### config.mk
export PLATFORM = sky130hd
export DESIGN_NAME = cwgsd_top
export DESIGN_NICKNAME = d
export VERILOG_FILES = /design/src/common/cwgsd_pkg.sv /design/src/common/cwgsd_db_if.sv /design/src/logic/cwgsd_deadband.sv /design/src/logic/cwgsd_top.sv
export SDC_FILE = /design/constraint.sdc
export NUM_CORES = 1
export LEC_CHECK = 0
export BUFFER_PORTS_ARGS = -buffer_cell sky130_fd_sc_hd__buf_2
export CORE_MARGIN = 1
export CORE_UTILIZATION = 25
export DETAILED_ROUTE_END_ITERATION = 12
export HOLD_SLACK_MARGIN = 0.06
export PLACE_DENSITY = 0.45
export SLEW_MARGIN = 20
export SYNTH_ARGS = -nofsm -noshare
export SYNTH_HDL_FRONTEND = slang
export SYNTH_SLANG_ARGS = --single-unit
### constraint.sdc
create_clock -name clk_i -period 1.7 [get_ports clk_i]
set_input_delay 0.17 -clock clk_i [delete_from_list [all_inputs] [get_ports clk_i]]
set_output_delay 0.17 -clock clk_i [all_outputs]
set_load 0.005 [all_outputs]
### src/common/cwgsd_pkg.sv
// shared constants for the complementary wave shutdown block
package cwgsd_pkg;

  localparam int unsigned DB_W          = 6;        // width of each dead-band counter
  localparam int unsigned SRC_N         = 4;        // number of selectable input sources
  localparam int unsigned SRC_SEL_W     = 2;        // width of the source select

  // override level codes, applied while shut down
  typedef logic [1:0] cwgsd_ovr_t;
  localparam cwgsd_ovr_t OVR_LOW        = 2'h0;     // drive low
  localparam cwgsd_ovr_t OVR_HIGH       = 2'h1;     // drive high
  localparam cwgsd_ovr_t OVR_HIZ        = 2'h2;     // release the pin
  localparam cwgsd_ovr_t OVR_SPARE      = 2'h3;     // treated as drive low

  // dead-band clock selection
  localparam logic       CLK_FAST       = 1'b0;     // fast internal oscillator, tick every cycle
  localparam logic       CLK_DIV        = 1'b1;     // divided clock, tick every DIV_CYC cycles

  localparam int unsigned DIV_CYC       = 4;        // divider ratio for the slow selection
  localparam int unsigned DIV_W         = 3;        // width of the divider counter

  localparam int unsigned ACT_WIN       = 255;      // cycles without an edge before source counts idle
  localparam int unsigned ACT_W         = 8;        // width of the activity counter

  // reset values
  localparam logic [DB_W-1:0] DB_RST    = 6'h00;    // dead-band counter after reset
  localparam logic       FLAG_RST       = 1'b0;     // shutdown event flag after reset

endpackage : cwgsd_pkg

### src/common/cwgsd_db_if.sv
// carrier between the shutdown control and the dead-band generator
`timescale 1ns/1ps
interface cwgsd_db_if;
  import cwgsd_pkg::*;

  logic            tick;       // dead-band clock enable
  logic            src;        // selected source level
  logic [DB_W-1:0] rise_dly;   // rising-edge delay in ticks
  logic [DB_W-1:0] fall_dly;   // falling-edge delay in ticks
  logic            wave_a;     // primary output before polarity
  logic            wave_b;     // complementary output before polarity

  modport ctl (output tick, output src, output rise_dly, output fall_dly, input wave_a, input wave_b);
  modport db  (input tick, input src, input rise_dly, input fall_dly, output wave_a, output wave_b);

endinterface : cwgsd_db_if

### src/logic/cwgsd_deadband.sv
// dead-band generator: two complementary waves with independent edge delays
`timescale 1ns/1ps
module cwgsd_deadband
  import cwgsd_pkg::*;
(
  input  wire logic      clk_i,   // system clock
  input  wire logic      rst_i,   // asynchronous reset, active high
  cwgsd_db_if.db         bus      // tick, source and delays in, waves out
);

  logic [1:0]           target;   // wanted level per channel
  logic [1:0]           wave_r;   // delayed level per channel
  logic [1:0]           prev_r;   // wanted level at the previous tick
  logic [DB_W-1:0]      cnt_r [2];// remaining delay per channel
  logic [DB_W-1:0]      dly [2];  // reload value per channel

  // channel 0 follows the source, channel 1 its complement
  assign target[0] = bus.src;
  assign target[1] = ~bus.src;
  assign dly[0]    = bus.rise_dly;
  assign dly[1]    = bus.fall_dly;

  // one independent counter per channel
  for (genvar ch = 0; ch < 2; ch++) begin : g_chan
    // reload on each transition, delay only the asserting edge
    always_ff @(posedge clk_i or posedge rst_i) begin
      if (rst_i) begin
        cnt_r[ch]  <= DB_RST;
        wave_r[ch] <= 1'b0;
        prev_r[ch] <= 1'b0;
      end else if (bus.tick) begin
        prev_r[ch] <= target[ch];
        if (target[ch] != prev_r[ch]) begin
          cnt_r[ch] <= dly[ch];
        end
        if (!target[ch]) begin
          // deasserting edge passes straight through
          wave_r[ch] <= 1'b0;
        end else if (target[ch] != prev_r[ch]) begin
          // first tick of the new level only loads the counter
          wave_r[ch] <= 1'b0;
        end else if (!wave_r[ch]) begin
          if (cnt_r[ch] == DB_RST) begin
            wave_r[ch] <= 1'b1;
          end else begin
            cnt_r[ch] <= cnt_r[ch] - 6'h01;
          end
        end
      end
    end
  end

  // waves never overlap since each waits on its own delay
  assign bus.wave_a = wave_r[0];
  assign bus.wave_b = wave_r[1];

endmodule : cwgsd_deadband

### src/logic/cwgsd_top.sv
// complementary wave generator with dead band and auto-shutdown
//
// Contract
// - two complementary outputs with dead band
// - two independent 6-bit edge delay counters
// - software event bit forces shutdown and overrides
// - no auto-restart: shutdown holds while bit set
// - auto-restart: clear bit, resume on rising edge
// - enabled fault input forces override levels
// - logic cell and fault pin ORed
// - one select bit per fault source
// - level faults block clearing unless disabled
// - runs on own clock, keeps running asleep
// - fast oscillator kept on when selected, enabled and source active
`timescale 1ns/1ps
module cwgsd_top
  import cwgsd_pkg::*;
#(
  parameter int unsigned DIV    = DIV_CYC,   // cycles per tick of the slow selection
  parameter int unsigned WINDOW = ACT_WIN    // idle cycles before source counts inactive
) (
  input  wire logic                   clk_i,                // system clock, 100 MHz
  input  wire logic                   rst_i,                // asynchronous reset, active high
  input  wire logic                   enable_i,             // generator enable
  input  wire logic [SRC_N-1:0]       src_i,                // candidate input sources
  input  wire logic [SRC_SEL_W-1:0]   src_sel_i,            // which source drives the wave
  input  wire logic                   clk_sel_i,            // dead-band clock selection
  input  wire logic [DB_W-1:0]        rise_dly_i,           // rising-edge dead band
  input  wire logic [DB_W-1:0]        fall_dly_i,           // falling-edge dead band
  input  wire logic                   pol_a_i,              // invert primary output
  input  wire logic                   pol_b_i,              // invert complementary output
  input  wire logic                   oe_a_i,               // primary pin output enable
  input  wire logic                   oe_b_i,               // complementary pin output enable
  input  wire cwgsd_pkg::cwgsd_ovr_t  ovr_a_i,              // primary override level
  input  wire cwgsd_pkg::cwgsd_ovr_t  ovr_b_i,              // complementary override level
  input  wire logic                   asd_en_i,             // auto-shutdown function enable
  input  wire logic                   auto_restart_i,       // auto-restart enable
  input  wire logic                   event_set_i,          // software writes one to event bit
  input  wire logic                   event_clr_i,          // software writes zero to event bit
  input  wire logic                   fault_source0_select_i, // enable logic cell source
  input  wire logic                   fault_source1_select_i, // enable fault pin source
  input  wire logic                   logic_cell_output_i,  // fault from logic cell
  input  wire logic                   fault_pin_input_i,    // fault from external pin
  output logic                        out_a_o,              // primary pin level
  output logic                        out_a_oe_o,           // primary pin driven
  output logic                        out_b_o,              // complementary pin level
  output logic                        out_b_oe_o,           // complementary pin driven
  output logic                        shutdown_event_flag_o,// event bit readback
  output logic                        shutdown_o,           // shutdown state active
  output logic                        fast_osc_keep_o       // keep fast oscillator on in sleep
);

  typedef enum logic {
    CWGSD_RUN,
    CWGSD_SHUT
  } cwgsd_state_t;

  cwgsd_db_if dbi ();                         // carrier to the dead-band generator

  cwgsd_state_t     state_r;                  // shutdown state machine
  cwgsd_state_t     state_nxt;                // its next value
  logic             flag_r;                   // shutdown event bit
  logic             flag_nxt;                 // its next value
  logic [DIV_W-1:0] div_r;                    // clock divider
  logic             tick;                     // dead-band clock enable
  logic             src_sel;                  // selected source level
  logic             src_prev_r;               // source one cycle back
  logic             src_rise;                 // rising edge of the source
  logic [ACT_W-1:0] act_r;                    // cycles since the last source edge
  logic             src_active;               // source has toggled recently
  logic             ext_fault;                // any enabled external fault
  logic             restart;                  // auto-restart resumes this cycle
  logic             shut_now;                 // shutdown in force this cycle

  // select one source by index
  function automatic logic pick_src(input logic [SRC_N-1:0] v, input logic [SRC_SEL_W-1:0] s);
    pick_src = v[s];
  endfunction : pick_src

  // override code to pin level; spare code drives low
  function automatic logic ovr_level(input cwgsd_ovr_t c);
    ovr_level = (c == OVR_HIGH);
  endfunction : ovr_level

  // override code to pin enable; only the release code floats
  function automatic logic ovr_drive(input cwgsd_ovr_t c);
    ovr_drive = (c != OVR_HIZ);
  endfunction : ovr_drive

  assign src_sel = pick_src(src_i, src_sel_i);

  // dead-band clock divider; one clock only, the slow rate is an enable
  always_ff @(posedge clk_i or posedge rst_i) begin
    if (rst_i) begin
      div_r <= '0;
    end else if (!enable_i || clk_sel_i == CLK_FAST) begin
      div_r <= '0;
    end else if (div_r == DIV_W'(DIV - 1)) begin
      div_r <= '0;
    end else begin
      div_r <= div_r + 3'h1;
    end
  end

  // ticks come from the block's own selection, never from a cpu clock gate,
  // so nothing here stops when the core goes to sleep
  assign tick = enable_i && (clk_sel_i == CLK_FAST || div_r == DIV_W'(DIV - 1));

  // source edge detection for the restart condition
  always_ff @(posedge clk_i or posedge rst_i) begin
    if (rst_i) begin
      src_prev_r <= 1'b0;
    end else begin
      src_prev_r <= src_sel;
    end
  end

  assign src_rise = src_sel && !src_prev_r;

  // activity window: an idle source lets the fast oscillator stop
  always_ff @(posedge clk_i or posedge rst_i) begin
    if (rst_i) begin
      act_r <= ACT_W'(WINDOW);
    end else if (src_sel != src_prev_r) begin
      act_r <= '0;
    end else if (act_r != ACT_W'(WINDOW)) begin
      act_r <= act_r + 8'h01;
    end
  end

  assign src_active = (act_r != ACT_W'(WINDOW));

  // each source gated by its own select, then ORed
  assign ext_fault = asd_en_i &&
                     ((fault_source0_select_i && logic_cell_output_i) ||
                      (fault_source1_select_i && fault_pin_input_i));

  // restart only once the cause is gone and the source rises
  assign restart = auto_restart_i && asd_en_i && !ext_fault && !event_set_i && src_rise;

  // event bit: hardware set wins over any clear in the same cycle
  always_comb begin
    flag_nxt = flag_r;
    if (event_set_i || ext_fault) begin
      flag_nxt = 1'b1;
    end else if (!asd_en_i) begin
      // disabling auto-shutdown drops a held fault state
      flag_nxt = 1'b0;
    end else if (state_r == CWGSD_SHUT && restart) begin
      flag_nxt = 1'b0;
    end else if (event_clr_i && !auto_restart_i) begin
      // software clear only counts while no fault level is present
      flag_nxt = 1'b0;
    end else if (event_clr_i && state_r == CWGSD_RUN) begin
      // with auto-restart a clear before shutdown is taken as written
      flag_nxt = 1'b0;
    end
  end

  // event bit register
  always_ff @(posedge clk_i or posedge rst_i) begin
    if (rst_i) begin
      flag_r <= FLAG_RST;
    end else begin
      flag_r <= flag_nxt;
    end
  end

  // shutdown state transitions
  always_comb begin
    state_nxt = state_r;
    unique case (state_r)
      CWGSD_RUN: begin
        if (flag_nxt) begin
          state_nxt = CWGSD_SHUT;
        end
      end
      CWGSD_SHUT: begin
        if (ext_fault) begin
          // level sensitive: stay while the input is high
          state_nxt = CWGSD_SHUT;
        end else if (auto_restart_i && asd_en_i) begin
          // wait for the next rising edge of the source
          if (restart) begin
            state_nxt = CWGSD_RUN;
          end
        end else if (!flag_nxt) begin
          // manual mode leaves only once the bit is cleared
          state_nxt = CWGSD_RUN;
        end
      end
    endcase
  end

  // state register
  always_ff @(posedge clk_i or posedge rst_i) begin
    if (rst_i) begin
      state_r <= CWGSD_RUN;
    end else begin
      state_r <= state_nxt;
    end
  end

  // outputs are registered, so a fault reaches the pins at the next edge;
  // that one cycle is the price of glitch-free flip-flop outputs
  assign shut_now = (state_nxt == CWGSD_SHUT);

  // dead-band generator hookup
  assign dbi.tick     = tick;
  assign dbi.src      = src_sel;
  assign dbi.rise_dly = rise_dly_i;
  assign dbi.fall_dly = fall_dly_i;

  cwgsd_deadband u_db (
    .clk_i (clk_i),
    .rst_i (rst_i),
    .bus   (dbi.db)
  );

  // primary pin: low and released while disabled, else override while shut down, else wave with polarity
  always_ff @(posedge clk_i or posedge rst_i) begin
    if (rst_i) begin
      out_a_o    <= 1'b0;
      out_a_oe_o <= 1'b0;
    end else if (!enable_i) begin
      out_a_o    <= 1'b0;
      out_a_oe_o <= 1'b0;
    end else if (shut_now) begin
      out_a_o    <= ovr_level(ovr_a_i);
      out_a_oe_o <= ovr_drive(ovr_a_i);
    end else begin
      out_a_o    <= dbi.wave_a ^ pol_a_i;
      out_a_oe_o <= oe_a_i;
    end
  end

  // complementary pin: same scheme with its own settings
  always_ff @(posedge clk_i or posedge rst_i) begin
    if (rst_i) begin
      out_b_o    <= 1'b0;
      out_b_oe_o <= 1'b0;
    end else if (!enable_i) begin
      out_b_o    <= 1'b0;
      out_b_oe_o <= 1'b0;
    end else if (shut_now) begin
      out_b_o    <= ovr_level(ovr_b_i);
      out_b_oe_o <= ovr_drive(ovr_b_i);
    end else begin
      out_b_o    <= dbi.wave_b ^ pol_b_i;
      out_b_oe_o <= oe_b_i;
    end
  end

  // status readback
  always_ff @(posedge clk_i or posedge rst_i) begin
    if (rst_i) begin
      shutdown_event_flag_o <= FLAG_RST;
      shutdown_o            <= 1'b0;
    end else begin
      shutdown_event_flag_o <= flag_nxt;
      shutdown_o            <= shut_now;
    end
  end

  // oscillator request, independent of whatever clocks the core
  always_ff @(posedge clk_i or posedge rst_i) begin
    if (rst_i) begin
      fast_osc_keep_o <= 1'b0;
    end else begin
      fast_osc_keep_o <= enable_i && src_active && (clk_sel_i == CLK_FAST);
    end
  end

endmodule : cwgsd_top

[After elaboration in Yosys (flattened, before gate mapping)]
Index checks and enable logic that the tools add are counted.
Storage, ports and cells
  output and inout bits: 7
  register bits after elaboration: 35
  input port bits: 38
  word-level logic and storage cells: 103
Operators by class
  bitwise logic cells: 5
  $lt $le $gt $ge: 1
  equal/unequal tests: 9
  $add $sub $neg: 4
  mux-type cells: 42
  reductions and logical operators: 26
Operator list (count)
  $mux 6: 10
  $mux 1: 26
  $mux 8: 2
  $logic_and 1x1->1: 14
  $logic_not 6->1: 2
  $sub 6x1->6 const B: 2
  $add 8x1->8 const B: 1
  $ne 8x8->1 const B: 1
  $mux 3: 2
  $logic_not 1->1: 5
  $eq 2x1->1 const B: 2
  $logic_or 1x1->1: 4
  $ne 2x2->1 const B: 2
  $add 3x1->3 const B: 1
  $eq 3x2->1 const B: 1
  $lt 2x3->1 const B: 1
  $ne 1x1->1: 3
  $not 1->1: 3
  $bmux 1 s2: 1
  $pmux 1 s2: 1
  $reduce_bool 2->1: 1
  $xor 1x1->1: 2

[Logic depth before layout (Yosys ltp)]
Gate-level depths: netlist of the first run.
  depth after elaboration: 17
  depth in mapped cells: 10

[Modules after synthesis]
A second synthesis of the first run with hierarchy kept.
Second synthesis, totals
  cells, all modules: 226
  area total of the unflattened synthesis: 2170.8 µm²
Modules (own cells, without submodules)
  cwgsd_deadband: seq. area each 400.4 µm², cells an instance 133, area each 1191.1 µm², instances 1
  cwgsd_top: seq. area each 485.5 µm², cells an instance 93, area each 979.7 µm², instances 1

[Worst setup path after synthesis of the first run]
No wires, ideal clock.
  path type: input-to-reg
  from: in src_sel_i[0]
  to: reg out_a_oe_o
  library setup time: 0.126 ns
  cell stages on the path: 9
  setup slack: -0.444 ns
  required time: 1.574 ns
  arrival: 2.018 ns
  cell sequence: mux4_2 > buf_6 > buf_6 > buf_8 > ha_1 > nand3b_1 > o311ai_0 > a21oi_1 > o311a_1
Between the ends
  word-level cells in the longest chain between the ends: 14
  elaborated cells on any way between the ends: 15
RTL lines
  start: declaration: RTL line cwgsd_top.sv:26  | input wire logic [SRC_SEL_W-1:0] src_sel_i,
  $bmux 1 s2 (*): RTL line cwgsd_top.sv:77  | pick_src = v[s];
  $mux 1 (not written as such) (*): RTL line cwgsd_top.sv:77
  net dbi.src: RTL line cwgsd_db_if.sv:7  | logic src;
  $logic_and 1x1->1 (*): RTL line cwgsd_top.sv:118  | assign src_rise = src_sel && !src_prev_r;
  $logic_and 1x1->1 (*): RTL line cwgsd_top.sv:139  | assign restart = auto_restart_i && asd_en_i && !ext_fault && !event_set_i && src_rise;
  $logic_and 1x1->1: RTL line cwgsd_top.sv:149  | end else if (state_r == CWGSD_SHUT && restart) begin
  $mux 1: RTL line cwgsd_top.sv:149
  $mux 1: RTL line cwgsd_top.sv:146  | end else if (!asd_en_i) begin
  $mux 1: RTL line cwgsd_top.sv:144  | if (event_set_i || ext_fault) begin
  $mux 1: RTL line cwgsd_top.sv:174, cwgsd_top.sv:187
  $mux 1: RTL line cwgsd_top.sv:182  | end else if (auto_restart_i && asd_en_i) begin
  $mux 1: RTL line cwgsd_top.sv:179  | if (ext_fault) begin
  $pmux 1 s2 (*): RTL line cwgsd_top.sv:172  | unique case (state_r)
  $mux 1 (*): RTL line cwgsd_top.sv:228  | end else if (shut_now) begin
  $mux 1 (*): RTL line cwgsd_top.sv:225  | end else if (!enable_i) begin
  end signal: assignment: RTL line cwgsd_top.sv:230  | out_a_oe_o <= ovr_drive(ovr_a_i);
  end signal: assignment: RTL line cwgsd_top.sv:233  | out_a_oe_o <= oe_a_i;
  end: declaration: RTL line cwgsd_top.sv:45  | output logic out_a_oe_o,
Mark *: on every way through the listed nets, which the timed path passes. The rest lies on a longest branch. The select of a mux whose other input is x is not followed.
A chain may end at the register's enable or synchronous reset.

[Worst setup path after layout of the first run]
  from: reg u_db.cnt_r[8] (netlist name)
  to: reg u_db.cnt_r[10] (netlist name)
Between the ends
  word-level cells in the longest chain between the ends: 5
  elaborated cells on any way between the ends: 6
RTL lines
  start: declaration: RTL line cwgsd_deadband.sv:14  | logic [DB_W-1:0] cnt_r [2];
  start signal: indexed assignment: RTL line cwgsd_deadband.sv:34  | cnt_r[ch] <= dly[ch];
  start signal: indexed assignment: RTL line cwgsd_deadband.sv:46  | cnt_r[ch] <= cnt_r[ch] - 6'h01;
  $sub 6x1->6 or $logic_not 6->1 (tied branches): RTL line cwgsd_deadband.sv:46, cwgsd_deadband.sv:43
  $mux 6 (*): RTL line cwgsd_deadband.sv:43  | if (cnt_r[ch] == DB_RST) begin
  $mux 6 (*): RTL line cwgsd_deadband.sv:42  | end else if (!wave_r[ch]) begin
  $mux 6 (*): RTL line cwgsd_deadband.sv:39  | end else if (target[ch] != prev_r[ch]) begin
  $mux 6 (*): RTL line cwgsd_deadband.sv:36  | if (!target[ch]) begin
Mark *: on every way between the ends. The rest lies on a longest branch, timed or not.

==> results.py, run 1 <==
metrics = {
    "status": {
        "outcome": "finished with violations",
        "failed_checks": "setup timing",
    },
    "layout": {
        "layout.area.seq_sq_um": 885.9,
        "nets": 346,
        "layout.cells.most_common_list": "buf_2 (44), buf_4 (39), dfrtp_1 (27)",
        "multi_input_area_sq_um": 1181,
        "layout_commonest_cell": "buf_2",
        "fillerInstances": 826,
        "antenna-diode-count": 0,
        "syn2layout_area_growth_pct": 41.68,
        "layout-drive-gt1-share_pct": 44.70,
    },
    "power_and_ir_drop": {
        "share_comb_of_total_power_pct": 36.7,
        "internal_power_w": 0.002065,
        "total_power_w": 0.003064,
        "power_density_nw_per_um2": 1053,
        "seqPwrFrac_pct": 38.0,
        "power_switching_w": 0.0009991,
        "p_leak_nw": 1.334,
        "clock_power_share_pct": 25.3,
        "vdd_drop_max_uv": 415.2,
        "swShare_pct": 32.60,
    },
    "cts": {
        "numCtsBuffers": 5,
        "cts_num_sinks": 35,
        "clock_tree.buffer_depth": 2,
        "clk_root_buffer_cell": "clkbuf_8",
        "h_tree_lvls": 2,
        "cts_tree": "built",
        "clkLatencyLatePin_ns": 0.29,
        "clkTransAtPathRegs_ns": 0.08,
    },
    "grt": {
        "vias_in_the_first_global_route": 1758,
        "grt_use_total_pct": 12.24,
        "grt_pass1_wl_microns": 8231,
        "grt_start_max_net_pins": 36,
        "antenna_found_initial": 0,
        "grt-ovfl-total": 0,
    },
    "logic_synthesis": {
        "yosysUniqueCellTypes": 53,
        "synth.net_count": 260,
        "async_flop_share_pct": 100.0,
        "count_of_flip_flops_with_a_built_in_enable_after_synthesis": 0,
        "netlist_area_sq_um": 2053,
        "synth_seq_area_share_pct": 43.14,
        "synth.avg_cell_area_sq_um": 9.550,
        "syn_inst": 215,
        "yosysWarningCount": 0,
        "synth_flop_cell": "dfrtp_1",
        "postSynthRegisterBits": 35,
    },
    "timing": {
        "finalSetupViolations": 1,
        "final-hold-violation-count": 0,
        "final.setup.worst_slack_ns": -0.02937,
        "clock_skew_ns": 0.008578,
        "final_worst_path_period_share_pct": 101.7,
        "hold_ws_ns": 0.09074,
        "slew_headroom_pct": 68.15,
        "drv_slew": 0,
        "max_freq_mhz": 578.2,
        "rsz0062_at_grt": "true",
        "finalCriticalPeriod_ns": 1.729,
        "timing_worst_slew_pin_value_ns": 0.4777,
    },
    "die": {
        "floorplan.die_area_sq_um": 8579,
        "chipWidth_microns": 92.63,
        "placementRows": 32,
        "ios": 45,
        "fp.coreArea_sq_um": 7848,
        "die_height_microns": 92.63,
        "floorplan.initialDensity_pct": 26.16,
    },
    "min_path": {
        "worstHoldEndpoint": "u_db.cnt_r[8]",
        "min_path_type": "input port to register",
        "hp-start": "rise_dly_i[2]",
        "min_delay_path_depth": 3,
    },
    "setup_path": {
        "endpoint_type_of_the_worst_setup_path": "register",
        "timing.critical_path.buf_inv": 1,
        "critical_path_class": "register to register",
        "critical_path.max_stage_delay_ns": 0.45,
        "worst_reg2reg_endpoint": "u_db.cnt_r[10]",
        "worst-r2r-setup-slack_ns": -0.03,
        "critPathSlowestCell": "dfrtp_1",
        "crit_path_cell_trace": "nor3_1 > a21o_4 > buf_6 > nor3_4 > xor2_1 > mux2_2",
        "cp_data_required_time_ns": 1.88,
        "r2r_start": "u_db.cnt_r[8]",
        "reg2reg_depth": 6,
        "critPathMaxFanout": 5,
        "start_kind": "register",
        "timing.critical_path.max_delay_family": "flip-flops",
        "worst-endpoint-arrival_ns": 1.91,
    },
    "drt": {
        "detail_route.wl_per_cell_microns": 12.64,
        "viasPerCell": 4.589,
        "route.vias.total": 1854,
        "detail_route.wirelength_microns": 5108,
        "ant_nets": 0,
        "drc": 0,
        "drtIter0Drc": 47,
        "dr.pass1.iters": 4,
    },
    "run": {
        "max_cap_violations": 0,
    },
    "placed_design": {
        "placement.setup.worst_slack_ns": -0.1837,
        "gpl.final_weighted_congestion": 0.7541,
        "dp_hpwl_microns": 3838,
        "port_buffers": 44,
    },
}
## cells by family (layout without fill, tap and decap cells)
family | after synthesis | in the layout | share of synthesized area, %
XOR/XNOR | 8 | 8 | 3.778
buffers and inverters | 22 | 109 | 5.362
multiplexers | 4 | 4 | 2.681
AND/OR/NAND/NOR | 73 | 73 | 18.04
AO/OA/AOI/OAI | 66 | 66 | 22.73
adder cells (fa/ha/maj) | 7 | 7 | 4.265
flip-flops | 35 | 35 | 43.14
## worst max-delay path by stage
| stage | start | endpoint | slack, ns | depth (start not counted) |
|---|---|---|---|---|
| floorplan | src_sel_i[0] | out_a_oe_o | -0.34 | 9 |
| global placement | src_sel_i[0] | out_b_oe_o | -0.17 | 7 |
| detailed placement | src_sel_i[0] | out_b_oe_o | -0.18 | 7 |
| CTS | u_db.cnt_r[6] | u_db.cnt_r[10] | 0.001 | 8 |
| global route | u_db.cnt_r[8] | u_db.cnt_r[10] | -0.06 | 6 |
| finish | u_db.cnt_r[8] | u_db.cnt_r[10] | -0.03 | 6 |
## per-layer routing
layer  wire length [microns]  GRT usage [%]  share of wire [%]  vias up
li1                        -              -                  -      952
met1                    2581          17.26                 51      853
met2                    2240          18.58                 44       44
met3                     229          2.463                4.5        5
met4                      57          4.231                1.1        0
met5                       0              0                  0        -
## through the flow
stage / instances / TNS [ns] / cell area, sq um / utilization, %
2_1_floorplan: 215 / -1.359 / 2086 / -
3_3_place_gp: 392 / -1.912 / 2664 / 33.94
3_5_place_dp: 392 / -2.202 / 2664 / 33.94
4_1_cts: 402 / 0 / 2818 / 35.91
5_1_grt: 404 / -0.1522 / 2909 / 37.07
6_report: 404 / -0.02937 / 2909 / 37.07
## synth_stat cells (2+ instances only)
cell | n | share of area (%)
inv_1 | 15 | 2.7
mux2_2 | 2 | 1.1
o311ai_0 | 2 | 0.85
nand3b_1 | 3 | 1.1
a21boi_0 | 3 | 1.1
clkbuf_1 | 3 | 0.55
nand2b_1 | 2 | 0.61
o21a_1 | 3 | 1.1
or3_1 | 3 | 0.91
or2_2 | 3 | 0.91
a211oi_1 | 2 | 0.73
nor3_1 | 8 | 2.0
o311a_1 | 2 | 0.98
o21ai_1 | 2 | 0.49
a21oi_1 | 11 | 2.7
a21oi_2 | 2 | 0.85
nor2_1 | 17 | 3.1
dfrtp_1 | 27 | 33
a21o_1 | 5 | 1.8
nor4b_1 | 2 | 0.85
and3_1 | 6 | 1.8
o22ai_1 | 6 | 1.8
ha_1 | 7 | 4.3
xor2_1 | 4 | 1.7
xnor2_1 | 3 | 1.3
o21ai_0 | 8 | 2.0
a31oi_1 | 10 | 3.0
nand3_1 | 3 | 0.73
buf_6 | 2 | 1.1
dfstp_2 | 8 | 10
nand2_1 | 18 | 3.3
nor2b_1 | 2 | 0.61
## repair_timing
item | in CTS | in global routing
setup buffers | 1 | 2
endpoints found under the setup margin | 10 | 17
pin swaps | 6 | 5
hold endpoints to repair | 27 | 0
gates resized for setup | 8 | 17
hold buffers | 1 | 0
## power by group through the flow
| stage | registers (W) | logic (W) | clock network (W) |
|---|---|---|---|
| floorplan | 0.00115 | 0.000584 | 0 |
| global placement | 0.00116 | 0.00102 | 0 |
| detailed placement | 0.00116 | 0.00101 | 0 |
| CTS | 0.00115 | 0.00104 | 0.000800 |
| global route | 0.00119 | 0.00125 | 0.000834 |
| finish | 0.00116 | 0.00113 | 0.000774 |
## tightest hold or removal path, stage by stage
cell and delay [ns]:
buf_2 0.08, nand2_1 0.04, o21ai_1 0.06
## flip-flops by register name, summed over array words and instances (netlist names)
signal and count:
u_db.cnt_r 12, act_r 8, div_r 3, u_db.prev_r 2, fast_osc_keep_o 1, out_a_o 1, out_a_oe_o 1, out_b_o 1
out_b_oe_o 1, shutdown_event_flag_o 1, shutdown_o 1, src_prev_r 1, u_db.bus.wave_a 1, u_db.bus.wave_b 1
## layout make-up
type                       count  area share (%)
inverter                      15           1.935
timing repair buffer          86           18.75
multi-input combinational    158           40.60
clock buffer                   5           2.366
clock inverter                 3           1.505
sequential                    35           30.45
tap                          102           4.387
Power figures use the tool's default switching activity.
==> run 2: changes to the inputs <==
--- a/config.mk
+++ b/config.mk
@@ -6,6 +6,7 @@
 export NUM_CORES = 1
 export LEC_CHECK = 0
 export BUFFER_PORTS_ARGS = -buffer_cell sky130_fd_sc_hd__buf_2
+export CORE_ASPECT_RATIO = 1.1
 export CORE_MARGIN = 1
 export CORE_UTILIZATION = 25
 export DETAILED_ROUTE_END_ITERATION = 12
==> results.py, run 2 (same netlist as run 1, synthesis figures left out) <==
metrics = {
    "min_path": {
        "hp-start": "rise_dly_i[2]",
        "min_path_type": "input port to register",
        "min_delay_path_depth": 3,
        "worstHoldEndpoint": "u_db.cnt_r[8]",
    },
    "grt": {
        "gr-usage-met2_pct": 19.82,
        "grt_start_max_net_pins": 36,
        "grt_pass1_wl_microns": 8473,
        "grt.met1_usage_pct": 16.94,
        "vias_in_the_first_global_route": 1853,
        "antenna_found_initial": 0,
        "globalRoute.busiestLayer": "met2",
        "grt_use_total_pct": 12.71,
        "grt-ovfl-total": 0,
        "grt_use_met3_pct": 3.144,
    },
    "layout": {
        "largest-register": "u_db.cnt_r",
        "flip_flop_count_of_the_largest_register_after_layout": 12,
        "post-route-cell-area_sq_um": 2874,
        "nets": 339,
        "antenna-diode-count": 0,
        "syn2layout_area_growth_pct": 39.98,
        "layout_commonest_cell": "buf_2",
        "layout.cells.most_common_list": "buf_2 (44), buf_4 (32), dfrtp_1 (27)",
        "reg.largest.list": "u_db.cnt_r: 12 flops, act_r: 8 flops, div_r: 3 flops",
        "layout-drive-gt1-share_pct": 44.07,
    },
    "cts": {
        "clkTransAtPathRegs_ns": 0.07,
        "h_tree_lvls": 2,
        "clock_tree.buffer_depth": 2,
        "cts_tree": "built",
        "cts_num_sinks": 35,
        "clk_root_buffer_cell": "clkbuf_8",
        "numCtsBuffers": 5,
        "clkLatencyLatePin_ns": 0.28,
    },
    "die": {
        "ios": 45,
        "floorplan.initialDensity_pct": 25.81,
        "placementRows": 34,
        "chipWidth_microns": 88.41,
        "die_height_microns": 97.05,
        "fp.coreArea_sq_um": 7955,
        "floorplan.die_area_sq_um": 8580,
    },
    "power_and_ir_drop": {
        "power_density_nw_per_um2": 991.3,
        "internal_power_w": 0.001903,
        "vdd_drop_max_uv": 297.8,
        "share_comb_of_total_power_pct": 36.7,
        "swShare_pct": 33.19,
        "total_power_w": 0.002849,
        "p_leak_nw": 1.302,
        "clock_power_share_pct": 22.1,
        "power_switching_w": 0.0009457,
        "seqPwrFrac_pct": 41.3,
    },
    "drt": {
        "drc": 0,
        "detail_route.wl_per_cell_microns": 12.46,
        "ant_nets": 0,
        "detail_route.wirelength_microns": 5022,
        "viasPerCell": 4.548,
        "route.vias.total": 1833,
        "drtIter0Drc": 60,
        "dr.pass1.iters": 4,
    },
    "timing": {
        "slew_headroom_pct": 68.68,
        "final_worst_path_period_share_pct": 97.02,
        "max_freq_mhz": 606.3,
        "clock_skew_ns": 0.004380,
        "fin_tns_setup_ns": 0,
        "final.setup.worst_slack_ns": 0.05058,
        "drv_slew": 0,
        "finalSetupViolations": 0,
        "timing_worst_slew_pin_value_ns": 0.4698,
        "rsz0062_at_grt": "true",
        "final-hold-violation-count": 0,
        "finalCriticalPeriod_ns": 1.649,
    },
    "placed_design": {
        "port_buffers": 44,
        "gpl.final_weighted_congestion": 0.7731,
        "dpl_cell_area_sq_um": 2611,
        "dp_hpwl_microns": 3740,
        "placement.setup.worst_slack_ns": -0.2131,
    },
    "setup_path": {
        "critical_path_class": "register to register",
        "worst-endpoint-arrival_ns": 1.82,
        "start_kind": "register",
        "cp-startpoint": "u_db.cnt_r[6]",
        "worst-r2r-setup-slack_ns": 0.05,
        "endpoint_type_of_the_worst_setup_path": "register",
        "reg2reg_depth": 7,
        "r2r_start": "u_db.cnt_r[6]",
        "worst_reg2reg_endpoint": "u_db.cnt_r[7]",
        "cp_data_required_time_ns": 1.88,
        "critPathMaxFanout": 5,
    },
    "run": {
        "max_cap_violations": 0,
    },
    "status": {
        "outcome": "finished, final reports clean",
    },
}
## run 2: changes by cell type in the layout (fill, tap and decap cells not counted), sizes merged
cell    previous run  this run
buf               85        78
clkbuf             5         7
bufinv             1         0
clkinv             2         1
## run 2: layout make-up
class,instances,area (sq um)
Fill cell,849,5081
Clock buffer,7,86.33
Clock inverter,1,5.005
Timing Repair Buffer,79,493.0
Tap cell,108,135.1
Inverter,15,56.30
Sequential cell,35,885.9
Multi-Input combinational cell,158,1212
## run 2: repair_timing
item	CTS	global route
setup endpoints to repair	11	12
cloned	0	0
resized for setup	7	23
pin swaps	5	8
setup buffers	4	1
hold buffers	1	0
endpoints found under the hold margin	27	0
## run 2: worst max path at each step
stage | to | slack (ns) | depth (start not counted)
2_1_floorplan | out_a_oe_o | -0.34 | 9
3_3_place_gp | u_db.cnt_r[10] | -0.18 | 6
3_5_place_dp | out_b_oe_o | -0.21 | 7
4_1_cts | u_db.cnt_r[7] | 0.02 | 7
5_1_grt | u_db.cnt_r[10] | -0.04 | 8
6_report | u_db.cnt_r[7] | 0.05 | 7
## run 2: metrics by stage
stage / hold WS (ns) / std cells / utilization [%]
floorplan: 0.2623 / 215 / -
global placement: 0.3193 / 390 / 32.82
finish: 0.1048 / 403 / 36.13
CTS: 0.09084 / 402 / 34.71
detailed placement: 0.3141 / 390 / 32.82
global route: 0.1141 / 403 / 36.13
## run 2: layer usage
| metal | routed length [microns] | vias to the layer above | part of all wire [%] |
|---|---|---|---|
| li1 | - | 934 | - |
| met1 | 2390 | 843 | 48 |
| met2 | 2342 | 50 | 47 |
| met3 | 242 | 6 | 4.8 |
| met4 | 46 | 0 | 0.92 |
| met5 | 0 | - | 0 |
## run 2: power groups by stage
stage                     combinational, W  clock, W  sequential (W)
after floorplan                   0.000584         0         0.00115
after global placement            0.000927         0         0.00118
after detailed placement          0.000933         0         0.00117
after CTS                         0.000968  0.000661         0.00116
after global routing               0.00117  0.000698         0.00120
final                              0.00104  0.000629         0.00118
## run 2: worst max-delay path, stage by stage, from the launching register on
cell	delay [ns]
dfrtp_1	0.36
inv_2	0.06
ha_4	0.15
nor2b_4	0.12
a21o_1	0.21
and3_4	0.19
or3_4	0.32
o2bb2ai_2	0.12
==> run 3: changes to the inputs <==
--- a/config.mk
+++ b/config.mk
@@ -5,10 +5,11 @@
 export SDC_FILE = /design/constraint.sdc
 export NUM_CORES = 1
 export LEC_CHECK = 0
+export ABC_AREA = 1
 export BUFFER_PORTS_ARGS = -buffer_cell sky130_fd_sc_hd__buf_2
 export CORE_ASPECT_RATIO = 1.1
-export CORE_MARGIN = 1
 export CORE_UTILIZATION = 25
+export CTS_BUF_LIST = sky130_fd_sc_hd__clkbuf_4 sky130_fd_sc_hd__clkbuf_8
 export DETAILED_ROUTE_END_ITERATION = 12
 export HOLD_SLACK_MARGIN = 0.06
 export PLACE_DENSITY = 0.45
==> results.py, run 3 <==
metrics = {
    "grt": {
        "grt_start_max_net_pins": 36,
        "antenna_found_initial": 0,
        "grt-ovfl-total": 0,
        "vias_in_the_first_global_route": 1971,
        "grt_pass1_wl_microns": 8894,
        "grt_use_total_pct": 12.16,
    },
    "drt": {
        "detail_route.wl_per_cell_microns": 10.79,
        "drc": 0,
        "detail_route.wirelength_microns": 5093,
        "drtIter0Drc": 101,
        "viasPerCell": 4.324,
        "route.vias.total": 2041,
        "ant_nets": 0,
        "dr.pass1.iters": 4,
    },
    "placed_design": {
        "port_buffers": 44,
        "dpl_cell_area_sq_um": 2582,
        "gpl.final_weighted_congestion": 0.7568,
        "dp_hpwl_microns": 3885,
    },
    "die": {
        "chipWidth_microns": 91,
        "placementRows": 35,
        "floorplan.die_area_sq_um": 9091,
        "floorplan.initialDensity_pct": 25.91,
        "fp.coreArea_sq_um": 8408,
        "ios": 45,
        "die_height_microns": 99.90,
    },
    "status": {
        "outcome": "finished, final reports clean",
    },
    "layout": {
        "reg.largest.list": "u_db.cnt_r: 12 flops, act_r: 8 flops, div_r: 3 flops",
        "layout.cells.most_common_list": "nand2_1 (76), inv_1 (45), buf_2 (44)",
        "nets": 405,
        "layout-drive-gt1-share_pct": 24.10,
        "syn2layout_area_growth_pct": 25.04,
        "multi_input_area_sq_um": 1114,
        "largest-register": "u_db.cnt_r",
        "post-route-cell-area_sq_um": 2724,
        "fillerInstances": 943,
        "layout_commonest_cell": "nand2_1",
        "antenna-diode-count": 0,
        "flip_flop_count_of_the_largest_register_after_layout": 12,
        "layout.area.seq_sq_um": 885.9,
    },
    "logic_synthesis": {
        "yosysUniqueCellTypes": 30,
        "share_of_cell_area_taken_by_muxes_after_synthesis_pct": 0,
        "top_post_synthesis_cells_by_area": "dfrtp_1 (31%), nand2_1 (13%), dfstp_2 (9.6%), nand3_1 (9.0%), inv_1 (7.9%)",
        "async_flop_share_pct": 100.0,
        "count_of_flip_flops_with_a_built_in_enable_after_synthesis": 0,
        "synthAdderAreaFrac_pct": 4.021,
        "synth-simple-area-share_pct": 38.43,
        "yosysWarningCount": 0,
        "synth_top_cells_by_count": "nand2_1 (77), inv_1 (46), nand3_1 (39)",
        "yosys.area.top_type": "dfrtp_1",
        "netlist_area_sq_um": 2178,
        "share_of_the_synthesized_area_in_compound_gates_ao_oa_aoi_oai_pct": 6.893,
        "post_synth_xor_area_fraction_pct": 1.206,
        "synth_flop_cell": "dfrtp_1",
        "synth.net_count": 343,
        "synth_top_area_share_pct": 31.02,
        "yosys.cell_count.top_type": "nand2_1",
        "synth.avg_cell_area_sq_um": 7.310,
        "postSynthRegisterBits": 35,
        "synth_top_family_by_area": "simple AND/OR/NAND/NOR gates",
        "synth_seq_area_share_pct": 40.67,
        "syn_inst": 298,
    },
    "min_path": {
        "min_delay_path_depth": 3,
        "min_path_type": "input port to register",
        "worstHoldEndpoint": "u_db.cnt_r[6]",
        "hp-start": "rise_dly_i[0]",
    },
    "timing": {
        "finalSetupViolations": 0,
        "final-hold-violation-count": 0,
        "clock_skew_ns": 0.009529,
        "slew_headroom_pct": 68.88,
        "timing_worst_slew_pin_value_ns": 0.4668,
        "hold_ws_ns": 0.09934,
        "drv_slew": 0,
        "fin_tns_setup_ns": 0,
        "max_freq_mhz": 638.9,
        "rsz0062_at_grt": "false",
        "final_worst_path_period_share_pct": 92.07,
        "finalCriticalPeriod_ns": 1.565,
    },
    "cts": {
        "numCtsBuffers": 5,
        "cts_num_sinks": 35,
        "cts_tree": "built",
        "clock_tree.buffer_depth": 2,
        "h_tree_lvls": 2,
        "clkTransAtPathRegs_ns": 0.08,
        "clk_root_buffer_cell": "clkbuf_8",
        "clkLatencyLatePin_ns": 0.29,
    },
    "setup_path": {
        "cp_data_required_time_ns": 1.88,
        "worst-r2r-setup-slack_ns": 0.13,
        "worst-endpoint-arrival_ns": 1.75,
        "reg2reg_depth": 10,
        "endpoint_type_of_the_worst_setup_path": "register",
        "r2r_start": "div_r[0]",
        "worst_reg2reg_endpoint": "u_db.cnt_r[0]",
        "start_kind": "register",
        "critical_path_class": "register to register",
        "critPathMaxFanout": 6,
    },
    "power_and_ir_drop": {
        "vdd_drop_max_uv": 299.5,
        "power_density_nw_per_um2": 956.7,
        "total_power_w": 0.002606,
        "p_leak_nw": 1.415,
    },
    "run": {
        "max_cap_violations": 0,
    },
}
run 3: layer usage:
metal	GRT usage [%]	vias to the layer above	wire length (microns)
met5	0	-	0
met4	4.029	0	79
met3	2.348	8	193
met2	21.62	39	2479
met1	14.78	926	2340
li1	-	1068	-
run 3: final cells by class:
type                            instances  area share, %
Tap cell                              111          5.099
Sequential cell                        35          32.52
Clock inverter                          2         0.4593
Timing Repair Buffer                   57          11.76
Clock buffer                            6          2.802
Multi-Input combinational cell        214          40.88
Inverter                               47          6.477
run 3: worst max path at each step:
stage	from	endpoint	slack [ns]	cells past startpoint
final	div_r[0]	u_db.cnt_r[0]	0.13	10
after global routing	act_r[0]	act_r[0]	0.0003	7
after CTS	act_r[0]	act_r[0]	0.15	7
after detailed placement	src_sel_i[0]	out_b_o	0.09	15
after global placement	src_sel_i[0]	out_a_o	0.11	15
after floorplan	act_r[0]	act_r[2]	0.24	7
run 3: cell families after synthesis:
family                     after synthesis
and+or+nand+nor                        177
buffers and inverters                   49
DFF                                     35
AOI/OAI and AO/OA                       27
adders and majority gates                7
xor gates and xnor gates                 3
run 3: timing repair:
| item | in CTS | in global routing |
|---|---|---|
| endpoints found under the setup margin | 0 | 6 |
| hold buffers | 1 | 0 |
| resized for setup | 0 | 7 |
| buffers inserted | 0 | 4 |
| hold endpoints to repair | 27 | 0 |
run 3: critical path: stages (launching register included):
cell and delay (ns):
dfrtp_1 0.39, ha_1 0.20, inv_1 0.08, nor2_2 0.05, nand2_2 0.07, nand2_4 0.09
buf_4 0.17, buf_4 0.12, nand3_1 0.10, and3_1 0.16, nor2_1 0.04
run 3: report_power, final:
part           switching [W]  total [W]  leakage, nW  internal, W
combinational       0.000507   0.000855        0.952     0.000348
sequential          0.000138    0.00113        0.419     0.000991
clock               0.000320   0.000622       0.0446     0.000303
run 3: metrics by stage:
step	cells	util, %	setup WS, ns
2_1_floorplan	298	-	0.2380
3_3_place_gp	459	30.71	0.1101
3_5_place_dp	459	30.71	0.09080
4_1_cts	468	31.89	0.1460
5_1_grt	472	32.40	0.0002862
6_report	472	32.40	0.1348
